===== src/include/ffl_regs.svh =====
/*
 * Register offsets, field positions, reset values and timing figures of
 * the fault filter and LIN report block.
 * Assumes inclusion by bare name from design files that also import ffl_pkg.
 */
`ifndef FFL_REGS_SVH
`define FFL_REGS_SVH

`define FFL_ADDR_W 8
`define FFL_REG_CTRL 8'h00
`define FFL_REG_FLAGS 8'h04
`define FFL_REG_EXPECT 8'h08
`define FFL_REG_AVERAGE 8'h0C

`define FFL_RESP_OKAY 2'h0
`define FFL_RESP_SLVERR 2'h2

`define FFL_N_W 4
`define FFL_N_RESET 4'h3
`define FFL_N_MAX 4'hF
`define FFL_CTRL_RUN_BIT 4
`define FFL_RUN_RESET 1'h1
`define FFL_EXPECT_RESET 12'h000

`define FFL_FULL_SCALE 12'hFFF
`define FFL_AVG_LAST 4'hF
`define FFL_AVG_SHIFT 4

`define FFL_BIT_RANGE_LO 26
`define FFL_BIT_AVG 14
`define FFL_ONE_TIME_W 6
`define FFL_RANGE_W 4
`define FFL_BRIDGE_NEGATIVE_INPUT_UNDER 1
`define FFL_BRIDGE_POSITIVE_INPUT_UNDER 3

`define FFL_DIAG_MS 50
`define FFL_CLK_HZ 200000000
`define FFL_DIAG_CNT_W 24

`endif


===== src/include/ffl_pkg.sv =====
/*
 * Types shared by the fault filter and LIN report block.
 * Assumes nothing beyond a SystemVerilog compiler.
 */
package ffl_pkg;

    typedef struct packed {
        logic [11:0] bridge;
        logic [11:0] ext_temp;
        logic [11:0] int_temp;
        logic global_fault;
        logic checksum_error;
        logic response_error;
        logic timeout;
    } ffl_frame12_t;

    typedef struct packed {
        logic [11:0] bridge;
        logic [11:0] int_temp;
        logic sensor_error;
        logic response_error;
        logic checksum_error;
        logic bit_error;
    } ffl_frame3_t;

    typedef struct packed {
        logic global_fault;
        logic checksum_error;
        logic response_error;
        logic timeout;
        logic sensor_error;
        logic bit_error;
    } ffl_lin_err_t;

endpackage


===== src/ffl_report.sv =====
/*
 * Fault qualification and LIN frame reporting with an AXI4-Lite slave.
 * Assumes fault condition inputs are asynchronous levels, while
 * measurement, sample and LIN status inputs come from aclk logic.
 */
`timescale 1ns/1ps
`include "ffl_regs.svh"

// Summary of operation
// N-check flag after N consecutive checks
// Confirm within N to N+1 50 ms periods
// Average 16 samples, flag on mismatch
// One-time faults flag on first occurrence
// Under-range flags report floating bridge inputs in run mode
// Range fault: frames 1/2 bridge 0xFFF
// Range fault: frame 3 sensor error set
// One-time faults at bit ID minus one
module ffl_report
    import ffl_pkg::*;
#(
    parameter int DIAG_CYCLES = `FFL_CLK_HZ / 1000 * `FFL_DIAG_MS
) (
    input wire logic aclk,
    input wire logic aresetn,
    input wire logic [`FFL_ADDR_W-1:0] s_axi_awaddr,
    input wire logic s_axi_awvalid,
    output logic s_axi_awready,
    input wire logic [31:0] s_axi_wdata,
    input wire logic [3:0] s_axi_wstrb,
    input wire logic s_axi_wvalid,
    output logic s_axi_wready,
    output logic [1:0] s_axi_bresp,
    output logic s_axi_bvalid,
    input wire logic s_axi_bready,
    input wire logic [`FFL_ADDR_W-1:0] s_axi_araddr,
    input wire logic s_axi_arvalid,
    output logic s_axi_arready,
    output logic [31:0] s_axi_rdata,
    output logic [1:0] s_axi_rresp,
    output logic s_axi_rvalid,
    input wire logic s_axi_rready,
    input wire logic [`FFL_RANGE_W-1:0] range_fault_raw,
    input wire logic [`FFL_ONE_TIME_W-1:0] one_time_raw,
    input wire logic [11:0] avg_sample,
    input wire logic avg_sample_valid,
    input wire logic [11:0] bridge_in,
    input wire logic [11:0] ext_temp_in,
    input wire logic [11:0] int_temp_in,
    input wire ffl_lin_err_t lin_err_in,
    output ffl_frame12_t frame12_out,
    output ffl_frame3_t frame3_out,
    output logic [31:0] fault_flags,
    output logic bridge_positive_floating,
    output logic bridge_negative_floating
);

    function automatic logic reg_sel(input logic [`FFL_ADDR_W-1:0] addr,
                                     input logic [`FFL_ADDR_W-1:0] off);
        reg_sel = (addr[`FFL_ADDR_W-1:2] == off[`FFL_ADDR_W-1:2]);
    endfunction

    // Diagnostic period divider
    logic [`FFL_DIAG_CNT_W-1:0] diag_cnt;
    logic tick;
    wire diag_wrap = (diag_cnt == `FFL_DIAG_CNT_W'(DIAG_CYCLES - 1));

    always_ff @(posedge aclk) begin
        if (!aresetn) begin
            diag_cnt <= '0;
            tick <= 1'b0;
        end else begin
            diag_cnt <= diag_wrap ? '0 : diag_cnt + `FFL_DIAG_CNT_W'(1);
            tick <= diag_wrap;
        end
    end

    // Fault inputs come from analog comparators, so two flops first
    logic [`FFL_RANGE_W-1:0] range_meta, range_sync;
    logic [`FFL_ONE_TIME_W-1:0] one_meta, one_sync;

    always_ff @(posedge aclk) begin
        if (!aresetn) begin
            range_meta <= '0;
            range_sync <= '0;
            one_meta <= '0;
            one_sync <= '0;
        end else begin
            range_meta <= range_fault_raw;
            range_sync <= range_meta;
            one_meta <= one_time_raw;
            one_sync <= one_meta;
        end
    end

    // Control registers
    logic [`FFL_N_W-1:0] repeat_n;
    logic run_mode;
    logic [11:0] expect_q;

    // Bridge input range faults, N-check policy
    logic [`FFL_RANGE_W-1:0] range_flag;
    wire range_any = |range_flag;

    generate
        for (genvar i = 0; i < `FFL_RANGE_W; i++) begin : g_range
            ffl_ncheck u_check (
                .aclk(aclk),
                .aresetn(aresetn),
                .tick(tick),
                .cond(range_sync[i]),
                .threshold(repeat_n),
                .flag(range_flag[i])
            );
        end
    endgenerate

    // One-time faults are sticky; recovery is not handled here
    logic [`FFL_ONE_TIME_W-1:0] one_flags;

    always_ff @(posedge aclk) begin
        if (!aresetn) begin
            one_flags <= '0;
        end else begin
            one_flags <= one_flags | one_sync;
        end
    end

    // Sixteen-sample average; the sum cannot overflow 16 bits
    logic [15:0] avg_sum;
    logic [3:0] avg_cnt;
    logic [11:0] avg_value;
    logic avg_flag, avg_done;
    wire [15:0] next_sum = avg_sum + 16'(avg_sample);
    wire [11:0] next_avg = 12'(next_sum >> `FFL_AVG_SHIFT);

    always_ff @(posedge aclk) begin
        if (!aresetn) begin
            avg_sum <= '0;
            avg_cnt <= '0;
            avg_value <= '0;
            avg_flag <= 1'b0;
            avg_done <= 1'b0;
        end else begin
            avg_done <= 1'b0;
            if (avg_sample_valid) begin
                avg_cnt <= avg_cnt + 4'h1;
                avg_sum <= (avg_cnt == `FFL_AVG_LAST) ? '0 : next_sum;
                if (avg_cnt == `FFL_AVG_LAST) begin
                    avg_value <= next_avg;
                    avg_flag <= (next_avg != expect_q);
                    avg_done <= 1'b1;
                end
            end
        end
    end

    // Flag word: bit position is fault ID minus one, IDs 7 and 8 reserved
    wire [31:0] next_flags =
        (32'(range_flag) << `FFL_BIT_RANGE_LO) |
        (32'(avg_flag) << `FFL_BIT_AVG) |
        32'(one_flags);

    // Frame fields
    wire ffl_frame12_t next_frame12 = '{
        bridge: range_any ? `FFL_FULL_SCALE : bridge_in,
        ext_temp: ext_temp_in,
        int_temp: int_temp_in,
        global_fault: !range_any && lin_err_in.global_fault,
        checksum_error: !range_any && lin_err_in.checksum_error,
        response_error: !range_any && lin_err_in.response_error,
        timeout: !range_any && lin_err_in.timeout
    };
    wire ffl_frame3_t next_frame3 = '{
        bridge: bridge_in,
        int_temp: int_temp_in,
        sensor_error: range_any || lin_err_in.sensor_error,
        response_error: !range_any && lin_err_in.response_error,
        checksum_error: !range_any && lin_err_in.checksum_error,
        bit_error: !range_any && lin_err_in.bit_error
    };

    always_ff @(posedge aclk) begin
        if (!aresetn) begin
            fault_flags <= '0;
            frame12_out <= '0;
            frame3_out <= '0;
            bridge_positive_floating <= 1'b0;
            bridge_negative_floating <= 1'b0;
        end else begin
            fault_flags <= next_flags;
            frame12_out <= next_frame12;
            frame3_out <= next_frame3;
            bridge_positive_floating <=
                run_mode && range_flag[`FFL_BRIDGE_POSITIVE_INPUT_UNDER];
            bridge_negative_floating <=
                run_mode && range_flag[`FFL_BRIDGE_NEGATIVE_INPUT_UNDER];
        end
    end

    // AXI4-Lite write path: address and data may come in either order
    logic aw_held, w_held;
    logic [`FFL_ADDR_W-1:0] aw_addr;
    logic [31:0] w_data;
    logic [3:0] w_strb;
    wire aw_take = s_axi_awvalid && s_axi_awready;
    wire w_take = s_axi_wvalid && s_axi_wready;
    wire wr_fire = aw_held && w_held && !s_axi_bvalid;
    wire wr_ctrl = reg_sel(aw_addr, `FFL_REG_CTRL);
    wire wr_expect = reg_sel(aw_addr, `FFL_REG_EXPECT);
    wire wr_hit = wr_ctrl || wr_expect ||
        reg_sel(aw_addr, `FFL_REG_FLAGS) ||
        reg_sel(aw_addr, `FFL_REG_AVERAGE);

    always_ff @(posedge aclk) begin
        if (!aresetn) begin
            s_axi_awready <= 1'b0;
            s_axi_wready <= 1'b0;
            s_axi_bvalid <= 1'b0;
            s_axi_bresp <= `FFL_RESP_OKAY;
            aw_held <= 1'b0;
            w_held <= 1'b0;
            aw_addr <= '0;
            w_data <= '0;
            w_strb <= '0;
        end else begin
            if (aw_take) begin
                aw_held <= 1'b1;
                aw_addr <= s_axi_awaddr;
                s_axi_awready <= 1'b0;
            end else if (!aw_held && !s_axi_bvalid) begin
                s_axi_awready <= 1'b1;
            end
            if (w_take) begin
                w_held <= 1'b1;
                w_data <= s_axi_wdata;
                w_strb <= s_axi_wstrb;
                s_axi_wready <= 1'b0;
            end else if (!w_held && !s_axi_bvalid) begin
                s_axi_wready <= 1'b1;
            end
            if (wr_fire) begin
                aw_held <= 1'b0;
                w_held <= 1'b0;
                s_axi_bvalid <= 1'b1;
                s_axi_bresp <= wr_hit ? `FFL_RESP_OKAY : `FFL_RESP_SLVERR;
            end else if (s_axi_bvalid && s_axi_bready) begin
                s_axi_bvalid <= 1'b0;
            end
        end
    end

    // Threshold stands in for the nonvolatile copy loaded at boot
    always_ff @(posedge aclk) begin
        if (!aresetn) begin
            repeat_n <= `FFL_N_RESET;
            run_mode <= `FFL_RUN_RESET;
            expect_q <= `FFL_EXPECT_RESET;
        end else if (wr_fire) begin
            if (wr_ctrl && w_strb[0]) begin
                repeat_n <= w_data[`FFL_N_W-1:0];
                run_mode <= w_data[`FFL_CTRL_RUN_BIT];
            end
            if (wr_expect && w_strb[0]) begin
                expect_q[7:0] <= w_data[7:0];
            end
            if (wr_expect && w_strb[1]) begin
                expect_q[11:8] <= w_data[11:8];
            end
        end
    end

    // AXI4-Lite read path
    wire rd_ctrl = reg_sel(s_axi_araddr, `FFL_REG_CTRL);
    wire rd_flags = reg_sel(s_axi_araddr, `FFL_REG_FLAGS);
    wire rd_expect = reg_sel(s_axi_araddr, `FFL_REG_EXPECT);
    wire rd_avg = reg_sel(s_axi_araddr, `FFL_REG_AVERAGE);
    wire rd_hit = rd_ctrl || rd_flags || rd_expect || rd_avg;
    wire [31:0] rd_data =
        rd_ctrl ? 32'({run_mode, repeat_n}) :
        rd_flags ? fault_flags :
        rd_expect ? 32'(expect_q) :
        rd_avg ? 32'(avg_value) : 32'h0000_0000;

    always_ff @(posedge aclk) begin
        if (!aresetn) begin
            s_axi_arready <= 1'b0;
            s_axi_rvalid <= 1'b0;
            s_axi_rdata <= '0;
            s_axi_rresp <= `FFL_RESP_OKAY;
        end else if (s_axi_arvalid && s_axi_arready) begin
            s_axi_arready <= 1'b0;
            s_axi_rvalid <= 1'b1;
            s_axi_rdata <= rd_data;
            s_axi_rresp <= rd_hit ? `FFL_RESP_OKAY : `FFL_RESP_SLVERR;
        end else if (s_axi_rvalid && s_axi_rready) begin
            s_axi_rvalid <= 1'b0;
        end else if (!s_axi_rvalid) begin
            s_axi_arready <= 1'b1;
        end
    end

    // Helper: ticks seen while the first range condition stands unbroken
    logic [`FFL_N_W-1:0] onset_ticks;
    wire [`FFL_N_W-1:0] n_eff = (repeat_n == '0) ? `FFL_N_W'(1) : repeat_n;

    always_ff @(posedge aclk) begin
        if (!aresetn) begin
            onset_ticks <= '0;
        end else if (!range_sync[0]) begin
            onset_ticks <= '0;
        end else if (tick && onset_ticks != `FFL_N_MAX) begin
            onset_ticks <= onset_ticks + `FFL_N_W'(1);
        end
    end
endmodule


===== src/ffl_ncheck.sv =====
/*
 * One N-consecutive-check fault qualifier.
 * Assumes tick is a one-cycle pulse per diagnostic period and cond is
 * already synchronised to aclk.
 */
`timescale 1ns/1ps
`include "ffl_regs.svh"

module ffl_ncheck
    import ffl_pkg::*;
(
    input wire logic aclk,
    input wire logic aresetn,
    input wire logic tick,
    input wire logic cond,
    input wire logic [`FFL_N_W-1:0] threshold,
    output logic flag
);

    logic [`FFL_N_W-1:0] count;
    // Set when the condition lapses inside the current period; a check
    // counts only after a whole period present, so confirmation never
    // comes before N periods
    logic gap;
    wire whole = cond && !gap;
    wire [`FFL_N_W-1:0] thr_eff;
    wire [`FFL_N_W-1:0] next_count;

    // A threshold of zero would still need one whole check to flag; treat it as one
    assign thr_eff = (threshold == '0) ? `FFL_N_W'(1) : threshold;
    assign next_count = (count == `FFL_N_MAX) ? count : count + `FFL_N_W'(1);

    always_ff @(posedge aclk) begin
        if (!aresetn) begin
            count <= '0;
            flag <= 1'b0;
            gap <= 1'b1;
        end else if (tick) begin
            count <= whole ? next_count : '0;
            flag <= whole && (next_count >= thr_eff);
            gap <= 1'b0;
        end else if (!cond) begin
            gap <= 1'b1;
        end
    end
endmodule


===== config.mk =====
export PLATFORM = sky130hd
export DESIGN_NAME = ffl_report
export DESIGN_NICKNAME = d
export VERILOG_FILES = /design/src/include/ffl_pkg.sv /design/src/ffl_report.sv /design/src/ffl_ncheck.sv
export VERILOG_INCLUDE_DIRS = /design/src /design/src/include
export SDC_FILE = /design/constraint.sdc
export NUM_CORES = 1
export LEC_CHECK = 0
export BUFFER_PORTS_ARGS = -buffer_cell sky130_fd_sc_hd__buf_2
export CORE_MARGIN = 3
export CORE_UTILIZATION = 53
export CTS_CLUSTER_SIZE = 25
export DETAILED_ROUTE_END_ITERATION = 8
export PLACE_DENSITY_LB_ADDON = 0.2
export SLEW_MARGIN = 20
export SYNTH_ARGS = -nofsm -noshare
export SYNTH_HDL_FRONTEND = slang
export SYNTH_SLANG_ARGS = --single-unit

===== constraint.sdc =====
create_clock -name aclk -period 3.2 [get_ports aclk]
set_clock_uncertainty 0.05 [all_clocks]
set_input_delay 0.32 -clock aclk [delete_from_list [all_inputs] [get_ports aclk]]
set_output_delay 0.32 -clock aclk [all_outputs]
set_load 0.02 [all_outputs]

; Yosys cells after proc, flatten, opt, wreduce, memory -nomap -nowiden
; Cells that the tools add are included.
[word_totals]
rom_bits = 0
latchBits = 0
inputBits = 124
word_cells = 174
output_inout_bits = 143
ram_bits = 0
memories = 0
reg_bits = 278
[op_classes]
mux = 29
order_cmp = 4
bitwise = 6
shifts = 0
mul = 0
addsub = 7
div_mod_pow = 0
n_reduce_logical = 58
n_eq_ne = 17
[op_table]
columns = cell, count
row1 = two-way mux 32 bit, 2
row2 = two-way mux 12 bit, 3
row3 = two-way mux 4 bit, 9
row4 = OR 30 x 15 -> 30 bit, 1
row5 = OR 30 x 6 -> 30 bit, 1
row6 = logical AND 1 bit, 27
row7 = "adder 24 x 1 -> 24 bit, second input constant", 1
row8 = "equality test 24 bit, second input constant", 1
row9 = "equality test 6 x 2 -> 1 bit, second input constant", 4
row10 = "adder 4 x 1 -> 4 bit, second input constant", 5
row11 = "equality test 4 bit, second input constant", 5
row12 = adder 16 x 12 -> 16 bit, 1
row13 = >= comparator 4 bit, 4
row14 = two-way mux 16 bit, 1
row15 = "equality test 6 x 1 -> 1 bit, second input constant", 2
row16 = zero test 6 bit, 2
row17 = two-way mux 1 bit, 12
row18 = != test 12 bit, 1
row19 = AND reduction 2 bit, 5
row20 = OR reduction 2 bit, 5
row21 = zero test 1 bit, 8
row22 = "!= test 2 bit, second input constant", 4
row23 = logical OR 1 bit, 7
row24 = OR 6 bit, 1
row25 = other kinds (5), 9

; Logic depth before layout (Yosys ltp)
; Gate-level depths: netlist of the first run.
[depth]
ltp_word = 5
mapped_depth = 11

; Cells and area by module
; Synthesis of the first run repeated with hierarchy kept, for this count alone.
[hier_totals]
cells_unflattened = 1164
hier_area_um2 = 10426.2
[modules_own_cells]
columns = module, area_each_um2, n_inst, seq_area_each_um2, cells_per_inst
row1 = ffl_report, 8634.5, 1, 4284.1, 960
row2 = ffl_ncheck, 447.9, 4, 120.1, 51

; Least setup slack after synthesis of the first run
; Ideal clock, no wire load.
[synth_path]
path_kind = input-to-reg
startpoint = in avg_sample[0]
endpoint = reg avg_flag
setup_ps = 117
required_time_ps = 3033
path_stages = 11
path_slack_ps = 655
arrival_time_ps = 2378
path_buffers = 0
path_cell_list = ha_1 inv_1 fa_1 nand2b_1 a21oi_2 o21a_1 o221ai_1 nand2b_1 a2111oi_2 and4_1 nor2_1
[synth_via]
elab_chain_cells = 2
[synth_rtl]
columns = item, line
row1 = start: declaration, ffl_report.sv:44  ; input wire logic [11:0] avg_sample,
row2 = adder 16 x 12 -> 16 bit, ffl_report.sv:133  ; wire [15:0] next_sum = avg_sum + 16'(avg_sample);
row3 = != test 12 bit, ffl_report.sv:150  ; avg_flag <= (next_avg != expect_q);
row4 = end signal: assignment, ffl_report.sv:150
row5 = end: declaration, ffl_report.sv:132  ; logic avg_flag, avg_done;
; Every way passes these cells.
; A chain may end at the register's enable or synchronous reset.

; Worst setup path in the final report of the first run
[layout_path]
startpoint = reg avg_sum[0]
endpoint = reg avg_flag
[layout_via]
elab_chain_cells = 2
[layout_rtl]
columns = item, line
row1 = start: declaration, ffl_report.sv:129  ; logic [15:0] avg_sum;
row2 = start signal: assignment, ffl_report.sv:147  ; avg_sum <= (avg_cnt == `FFL_AVG_LAST) ? '0 : next_sum;
row3 = adder 16 x 12 -> 16 bit, ffl_report.sv:133
row4 = != test 12 bit, ffl_report.sv:150
; Every way passes these cells.

==> impl_results.md, run 1 <==
- Status: finished, final reports clean
- RSZ-0062 raised after global routing: no
- Ant. Diodes: 0
- Grt met3 use: 4.29%
- Setup repair bufs after CTS: 0
- Hold Slack: 0.0163 ns
- Post-CTS sizing: 0
- Most used flip-flop cell after synthesis: dfxtp_1
- Leakage: 5.64 nW
- Vias in the first global route: 7631
- Slew headroom: 33.7%
- Worst EP required: 3.55 ns
- Setup CP Type: reg -> reg
- Final Cycle Share: 87.6%
- CTS Buffer Depth: 3
- Clock power frac: 41.4%
- Crit path arrival time: 3.16 ns
- Antenna violations before repair: 1
- DRT iter0 DRCs: 561
- Top cell type's share of synthesized area: 47.5%
- Via-per-instance ratio: 5.15
- P per Cell Area: 547 mW/mm^2
- Top Ports: 267
- Ranking of synthesized cells by area: dfxtp_1 47%, nand2_1 5.1%, nor2_1 4.5%, and2_1 4.2%, ha_1 4.2%
- FILL cells: 1480
- Number of synthesized register bits: 238
- Gpl congestion: 0.898
- DRC errors left: 0
- Ratio of cells with drive above 1 in the final layout: 20.3%
- Setup_tns: 0 ns
- Root buffer cell: clkbuf_16
- Syn. warnings: 0
- Initial Util: 54.9%
- Total gr overflow: 0
- Row count: 49
- HP Class: in -> reg
- Worst-margin pin slew: 0.991 ns
- Post-route ant nets: 0
- Post-DP HPWL: 16.6 mm
- Logic pwr share: 12.5%
- Routed WL per cell: 15.0 um
- Post-synthesis instance total: 1110
- Post-layout util: 67.9%
- Final setup vio count: 0
- Post-synth top area cell: dfxtp_1
- Fmax: 357 MHz
- Reg power frac: 46.1%
- 1st-pass router iterations: 4
- Die width: 144 um
- Leading cell types in the layout, fill and taps excluded: 238 x dfxtp_1, 202 x buf_2, 137 x nand2_1
- P_int: 0.00511 W
- Syn-to-layout area delta: 23.7%
- H-tree Lvls: 1
- CTS tree: yes
- Core area: 0.0183 mm^2
- Worst setup EP type: flip-flop
- Die H: 144 um
- Largest fanout on the critical path: 4
- TritonCTS Sinks: 238
- Worst skew pair latency: 0.52 ns
- TritonCTS buffer count: 25
- Worst-path clk slew: 0.06 ns
- Syn Std Cell Area: 0.0100 mm^2
- Largest net degree at the start of global routing: 60
- Period minus WS final: 2.80 ns
- Max cap viols: 0
- Nets: 1507
- Worst VDD drop: 0.452 mV
- Seq/Total Area, Yosys: 47.5%
- Most used routing layer in global routing: met2
- Final hold viol count: 0
- Met2 usage: 37.6%
- Sw frac: 24.8%
- Total routed wirelength: 23.9 mm
- EDFF count, synth: 0
- IO Port Bufs: 202
- Die area: 0.0206 mm^2
- Vias: 8208
- Final Max Tran Viols: 0
- Grt met1 use: 29.9%
- First-pass GRT wire length: 37.8 mm
- Crit path launch type: flip-flop
- Async set-or-reset flop fraction in the synthesized netlist: 0%
- Count of cell types in the netlist: 71
- Syn avg cell area: 9.04 um^2
- Total GRT Usage: 22.3%
- NetSw: 0.00168 W
- Commonest non-fill, non-tap cell in the layout: dfxtp_1
==> stage by stage <==
step / instance area, um^2 / std cells / setup WS (ns) / total power, W
finish: 12400 / 1594 / 0.397 / 0.00679
global route: 12400 / 1594 / 0.205 / 0.00708
floorplan: 10200 / 1147 / 0.655 / 0.00379
CTS: 12400 / 1594 / 0.455 / 0.00685
global placement: 10900 / 1484 / 0.450 / 0.00395
detailed placement: 11000 / 1484 / 0.390 / 0.00397
==> final timing paths <==
check                      start  slack [ns]             to  cells after the start
setup / recovery      avg_sum[0]        0.40       avg_flag                     11
hold / removal    s_axi_wstrb[0]        0.02      w_strb[0]                      3
setup reg to reg      avg_sum[0]        0.40       avg_flag                     11
hold reg to reg    range_meta[3]        0.38  range_sync[3]                      1
==> cells in the mapped netlist, types with 7 or more instances <==
master    count
nor2b_1      13
a22o_1       12
a32o_1       12
ha_1         34
nand4_1      10
xnor2_1      22
inv_1        27
nor3_1       17
dfxtp_1     238
o21ai_0      31
xor2_1       21
and3_1       13
buf_4        52
nand2_1     137
a21oi_1      69
mux2_2       10
clkbuf_1     40
and2_1       68
a22oi_1       7
a211oi_1      7
nand2b_1     13
mux2i_1      16
nor2_1      121
a21o_1       12
nand3_1      34
==> state kept, by name, indices dropped and copies added (netlist names), 6 cells and up <==
signal / flops
frame3_out: 28
avg_sum: 16
frame12_out: 26
avg_value: 12
diag_cnt: 24
one_meta: 6
one_sync: 6
g_range.u_check.count: 16
one_flags: 6
fault_flags: 11
expect_q: 12
w_data: 12
aw_addr: 6
s_axi_rdata: 17
==> routing by layer <==
metal / wire (um) / part of all wire, %
met2: 11200 / 47
met4: 339 / 1.4
met3: 1600 / 6.7
met5: 19 / 0.080
met1: 10700 / 45
==> cells by family after synthesis <==
kind of cell,after synthesis,synth area share [%]
xor+xnor,44,3.98
simple gates,449,21.4
flops,238,47.5
compound gates,189,13.1
buf+inv,128,6.86
fa+ha+maj,35,4.44
mux,26,2.72
other cells,1,0.0374
==> area by class of cell <==
cell class / count / area [um^2] / area share (%)
Inverter: 28 / 105 / 0.847
Clock buffer: 36 / 707 / 5.69
Tap cell: 229 / 287 / 2.31
Clock inverter: 8 / 93.8 / 0.756
Timing Repair Buffer: 274 / 1720 / 13.8
Sequential cell: 238 / 4760 / 38.4
Multi-Input combinational cell: 781 / 4740 / 38.2
==> power groups by stage <==
stage               Sequential (W)  Clock, W  Combinational, W
floorplan                  0.00324         0          0.000554
global placement           0.00319         0          0.000765
detailed placement         0.00319         0          0.000777
CTS                        0.00313   0.00288          0.000843
global route               0.00314   0.00300          0.000939
finish                     0.00313   0.00281          0.000850
==> critical path, cell delays in order, from the launching register on <==
cell      delay, ns
dfxtp_1        0.33
ha_1           0.21
inv_1          0.07
fa_1           0.41
nand2b_1       0.20
a21oi_2        0.21
o21ai_0        0.24
o21ai_0        0.30
nor3_1         0.09
a311oi_1       0.31
and4_1         0.23
nor2_1         0.04
==> timing repair <==
item | CTS | global route
hold buffers | 66 | 0
endpoints found under the hold margin | 77 | 0
endpoints found under the setup margin | 0 | 0
Power figures use the tool's default switching activity.
==> run 2: changes to the inputs <==
CELL_PAD_IN_SITES_DETAIL_PLACEMENT = 1   (was default)
CELL_PAD_IN_SITES_GLOBAL_PLACEMENT = 1   (was default)
CORE_UTILIZATION = 39   (was 53)
==> run 2 against run 1 <==
Non-clock buffer count rose by 1; global-route usage fell by 2.5 points; fmax is 2.5% lower; register-to-register slack worse by 0.07 ns; power grew 6.5%; clock power grew 15%; setup slack lost 0.071 ns; clock-buffer cell count fell by 5; die area grew 34%; combinational power up 2.5%; sequential share of layout area fell by 0.78 points; final area is 2.1% higher; critical endpoint is now avg_sum[12].
==> impl_results.md, run 2 (same netlist as run 1, synthesis figures left out) <==
- Status: finished, final reports clean
- Ratio of cells with drive above 1 in the final layout: 20.9% (+0.60 points)
- Root buffer cell: clkbuf_16
- R2R Path End: avg_sum[12]
- CTS Buffer Depth: 3 (unchanged)
- Leading cell types in the layout, fill and taps excluded: 238 x dfxtp_1, 202 x buf_2, 137 x nand2_1
- DRT iter0 DRCs: 441 (-21%)
- RSZ-0062 raised after global routing: no
- Largest regs: frame3_out (28), frame12_out (26), diag_cnt (24)
- Fmax: 348 MHz (-2.5%)
- Reg2Reg Launch Point: avg_sum[0]
- P per Cell Area: 570 mW/mm^2 (+4.3%)
- Total routed wirelength: 28.2 mm (+18%)
- Worst skew pair latency: 0.53 ns (about the same)
- Placed insts: 1587 (+6.9%)
- Worst-margin pin slew: 1.07 ns (+0.0797 ns)
- Initial Util: 39.7% (-15 points)
- CTS tree: yes
- Die H: 166 um (+16%)
- Slew headroom: 28.4% (-5.3 points)
- Final setup vio count: 0 (unchanged)
- First-pass GRT wire length: 45.9 mm (+21%)
- Total gr overflow: 0 (unchanged)
- Max cap viols: 0 (unchanged)
- Post-DP HPWL: 19.6 mm (+18%)
- DRC errors left: 0 (unchanged)
- Ant. Diodes: 0 (unchanged)
- Period minus WS final: 2.87 ns (+0.0712 ns)
- Die area: 0.0277 mm^2 (+34%)
- Final hold viol count: 0 (unchanged)
- Routed WL per cell: 16.6 um (+11%)
- Hold_sp: s_axi_wdata[5]
- Setup CP Type: reg -> reg
- Antenna violations before repair: 0 (-1)
- Post-Layout Cell Count: 1699 (+6.6%)
- Final Cycle Share: 89.8% (+2.2 points)
- Die width: 166 um (+16%)
- Row count: 58 (+18%)
- Setup_tns: 0 ns (unchanged)
- Core area: 0.0253 mm^2 (+38%)
- Leakage: 5.70 nW (+1.2%)
- Worst hold endpoint: w_data[5]
- Vias: 8395 (+2.3%)
- Post-route ant nets: 0 (unchanged)
- Crit path arrival time: 3.21 ns (+0.05 ns)
- H-tree Lvls: 1 (unchanged)
- Top Ports: 267 (unchanged)
- Largest register FFs: 28 (unchanged)
- HP Class: in -> reg
- 1st-pass router iterations: 4 (unchanged)
- Gpl congestion: 0.768 (-14%)
- Largest fanout on the critical path: 7 (+3)
- TritonCTS Sinks: 238 (unchanged)
- Worst VDD drop: 0.395 mV (-13%)
- Flop-to-flop setup slack: 0.33 ns (-0.07 ns)
- WHS Path Cells: 3 (unchanged)
- R2r worst-path depth: 11 (unchanged)
- Worst EP required: 3.54 ns (about the same)
- Nets: 1509 (+0.13%)
- Hold Slack: 0.00839 ns (-0.00791 ns)
- Worst setup EP type: flip-flop
- Largest net degree at the start of global routing: 66 (+10%)
- TritonCTS buffer count: 26 (+4.0%)
- Crit path launch type: flip-flop
- Vias in the first global route: 8711 (+14%)
- Via-per-instance ratio: 4.94 (-4.0%)
- Top reg by flops: frame3_out
- Commonest non-fill, non-tap cell in the layout: dfxtp_1
- Final Max Tran Viols: 0 (unchanged)
- Setup repair bufs after CTS: 0 (unchanged)
- Syn-to-layout area delta: 26.2%
- IO Port Bufs: 202 (unchanged)
- Post-layout util: 50.2% (-18 points)
- Worst-path clk slew: 0.06 ns (about the same)
- Total GRT Usage: 19.8% (-2.5 points)
[run 2: cell count changes in the layout (fill, tap and decap cells not counted), sizes merged]
cell and change:
bufinv +3, clkinv +3, inv +1, clkbuf -5, clkinvlp +1, dlygate4sd3 -1
buf +2
[run 2: worst max-delay path: stages (launching register included)]
cell      delay [ns]
dfxtp_1         0.33
ha_1            0.20
inv_1           0.07
fa_1            0.41
nand2b_1        0.20
a21oi_2         0.27
o21ai_0         0.26
o21ai_0         0.31
a21oi_1         0.17
and3_1          0.23
a211oi_1        0.17
nor2_1          0.06
[run 2: cell type report]
cell class	instances	area, um^2
fillers	2988	12600
flip-flops and latches	238	4760
multi-input cells	781	4740
repair buffers	275	1720
clock buffers	31	711
well taps	330	413
clock inverters	16	219
inverters	28	105
[run 2: layer usage]
metal	share of wire (%)	up-vias	global-route usage (%)	wire length, um
met5	0	-	0	0
met4	1.9	0	4.56	525
met3	5.6	41	3.42	1590
met2	48	226	34.7	13500
met1	45	3958	25.6	12600
li1	-	4170	-	-
[run 2: power by group]
part | total (W) | internal [W] | switching (W)
Sequential | 0.00313 | 0.00307 | 0.0000618
Combinational | 0.000871 | 0.000353 | 0.000519
Clock | 0.00323 | 0.00199 | 0.00123
Total | 0.00723 | 0.00541 | 0.00182
[run 2: how the worst max path moves through the flow]
stage,slack (ns),depth (start not counted),start,endpoint
floorplan,0.65,11,avg_sample[0],avg_flag
global placement,0.31,12,avg_sample[0],avg_flag
detailed placement,0.24,12,avg_sample[0],avg_flag
CTS,0.31,11,avg_sum[0],avg_flag
global route,0.05,11,avg_sum[0],avg_sum[12]
finish,0.33,11,avg_sum[0],avg_sum[12]
[run 2: metrics by stage]
step                power, W  area, um^2  setup WS (ns)
global route         0.00756       12700         0.0532
detailed placement   0.00400       11100          0.235
floorplan            0.00379       10200          0.655
finish               0.00723       12700          0.326
CTS                  0.00731       12700          0.306
global placement     0.00398       11100          0.307
[run 2: repair_timing]
item | 4_1_cts | 5_1_grt
hold buffers | 65 | 0
hold endpoints to repair | 76 | 0
gates resized for setup | 0 | 0
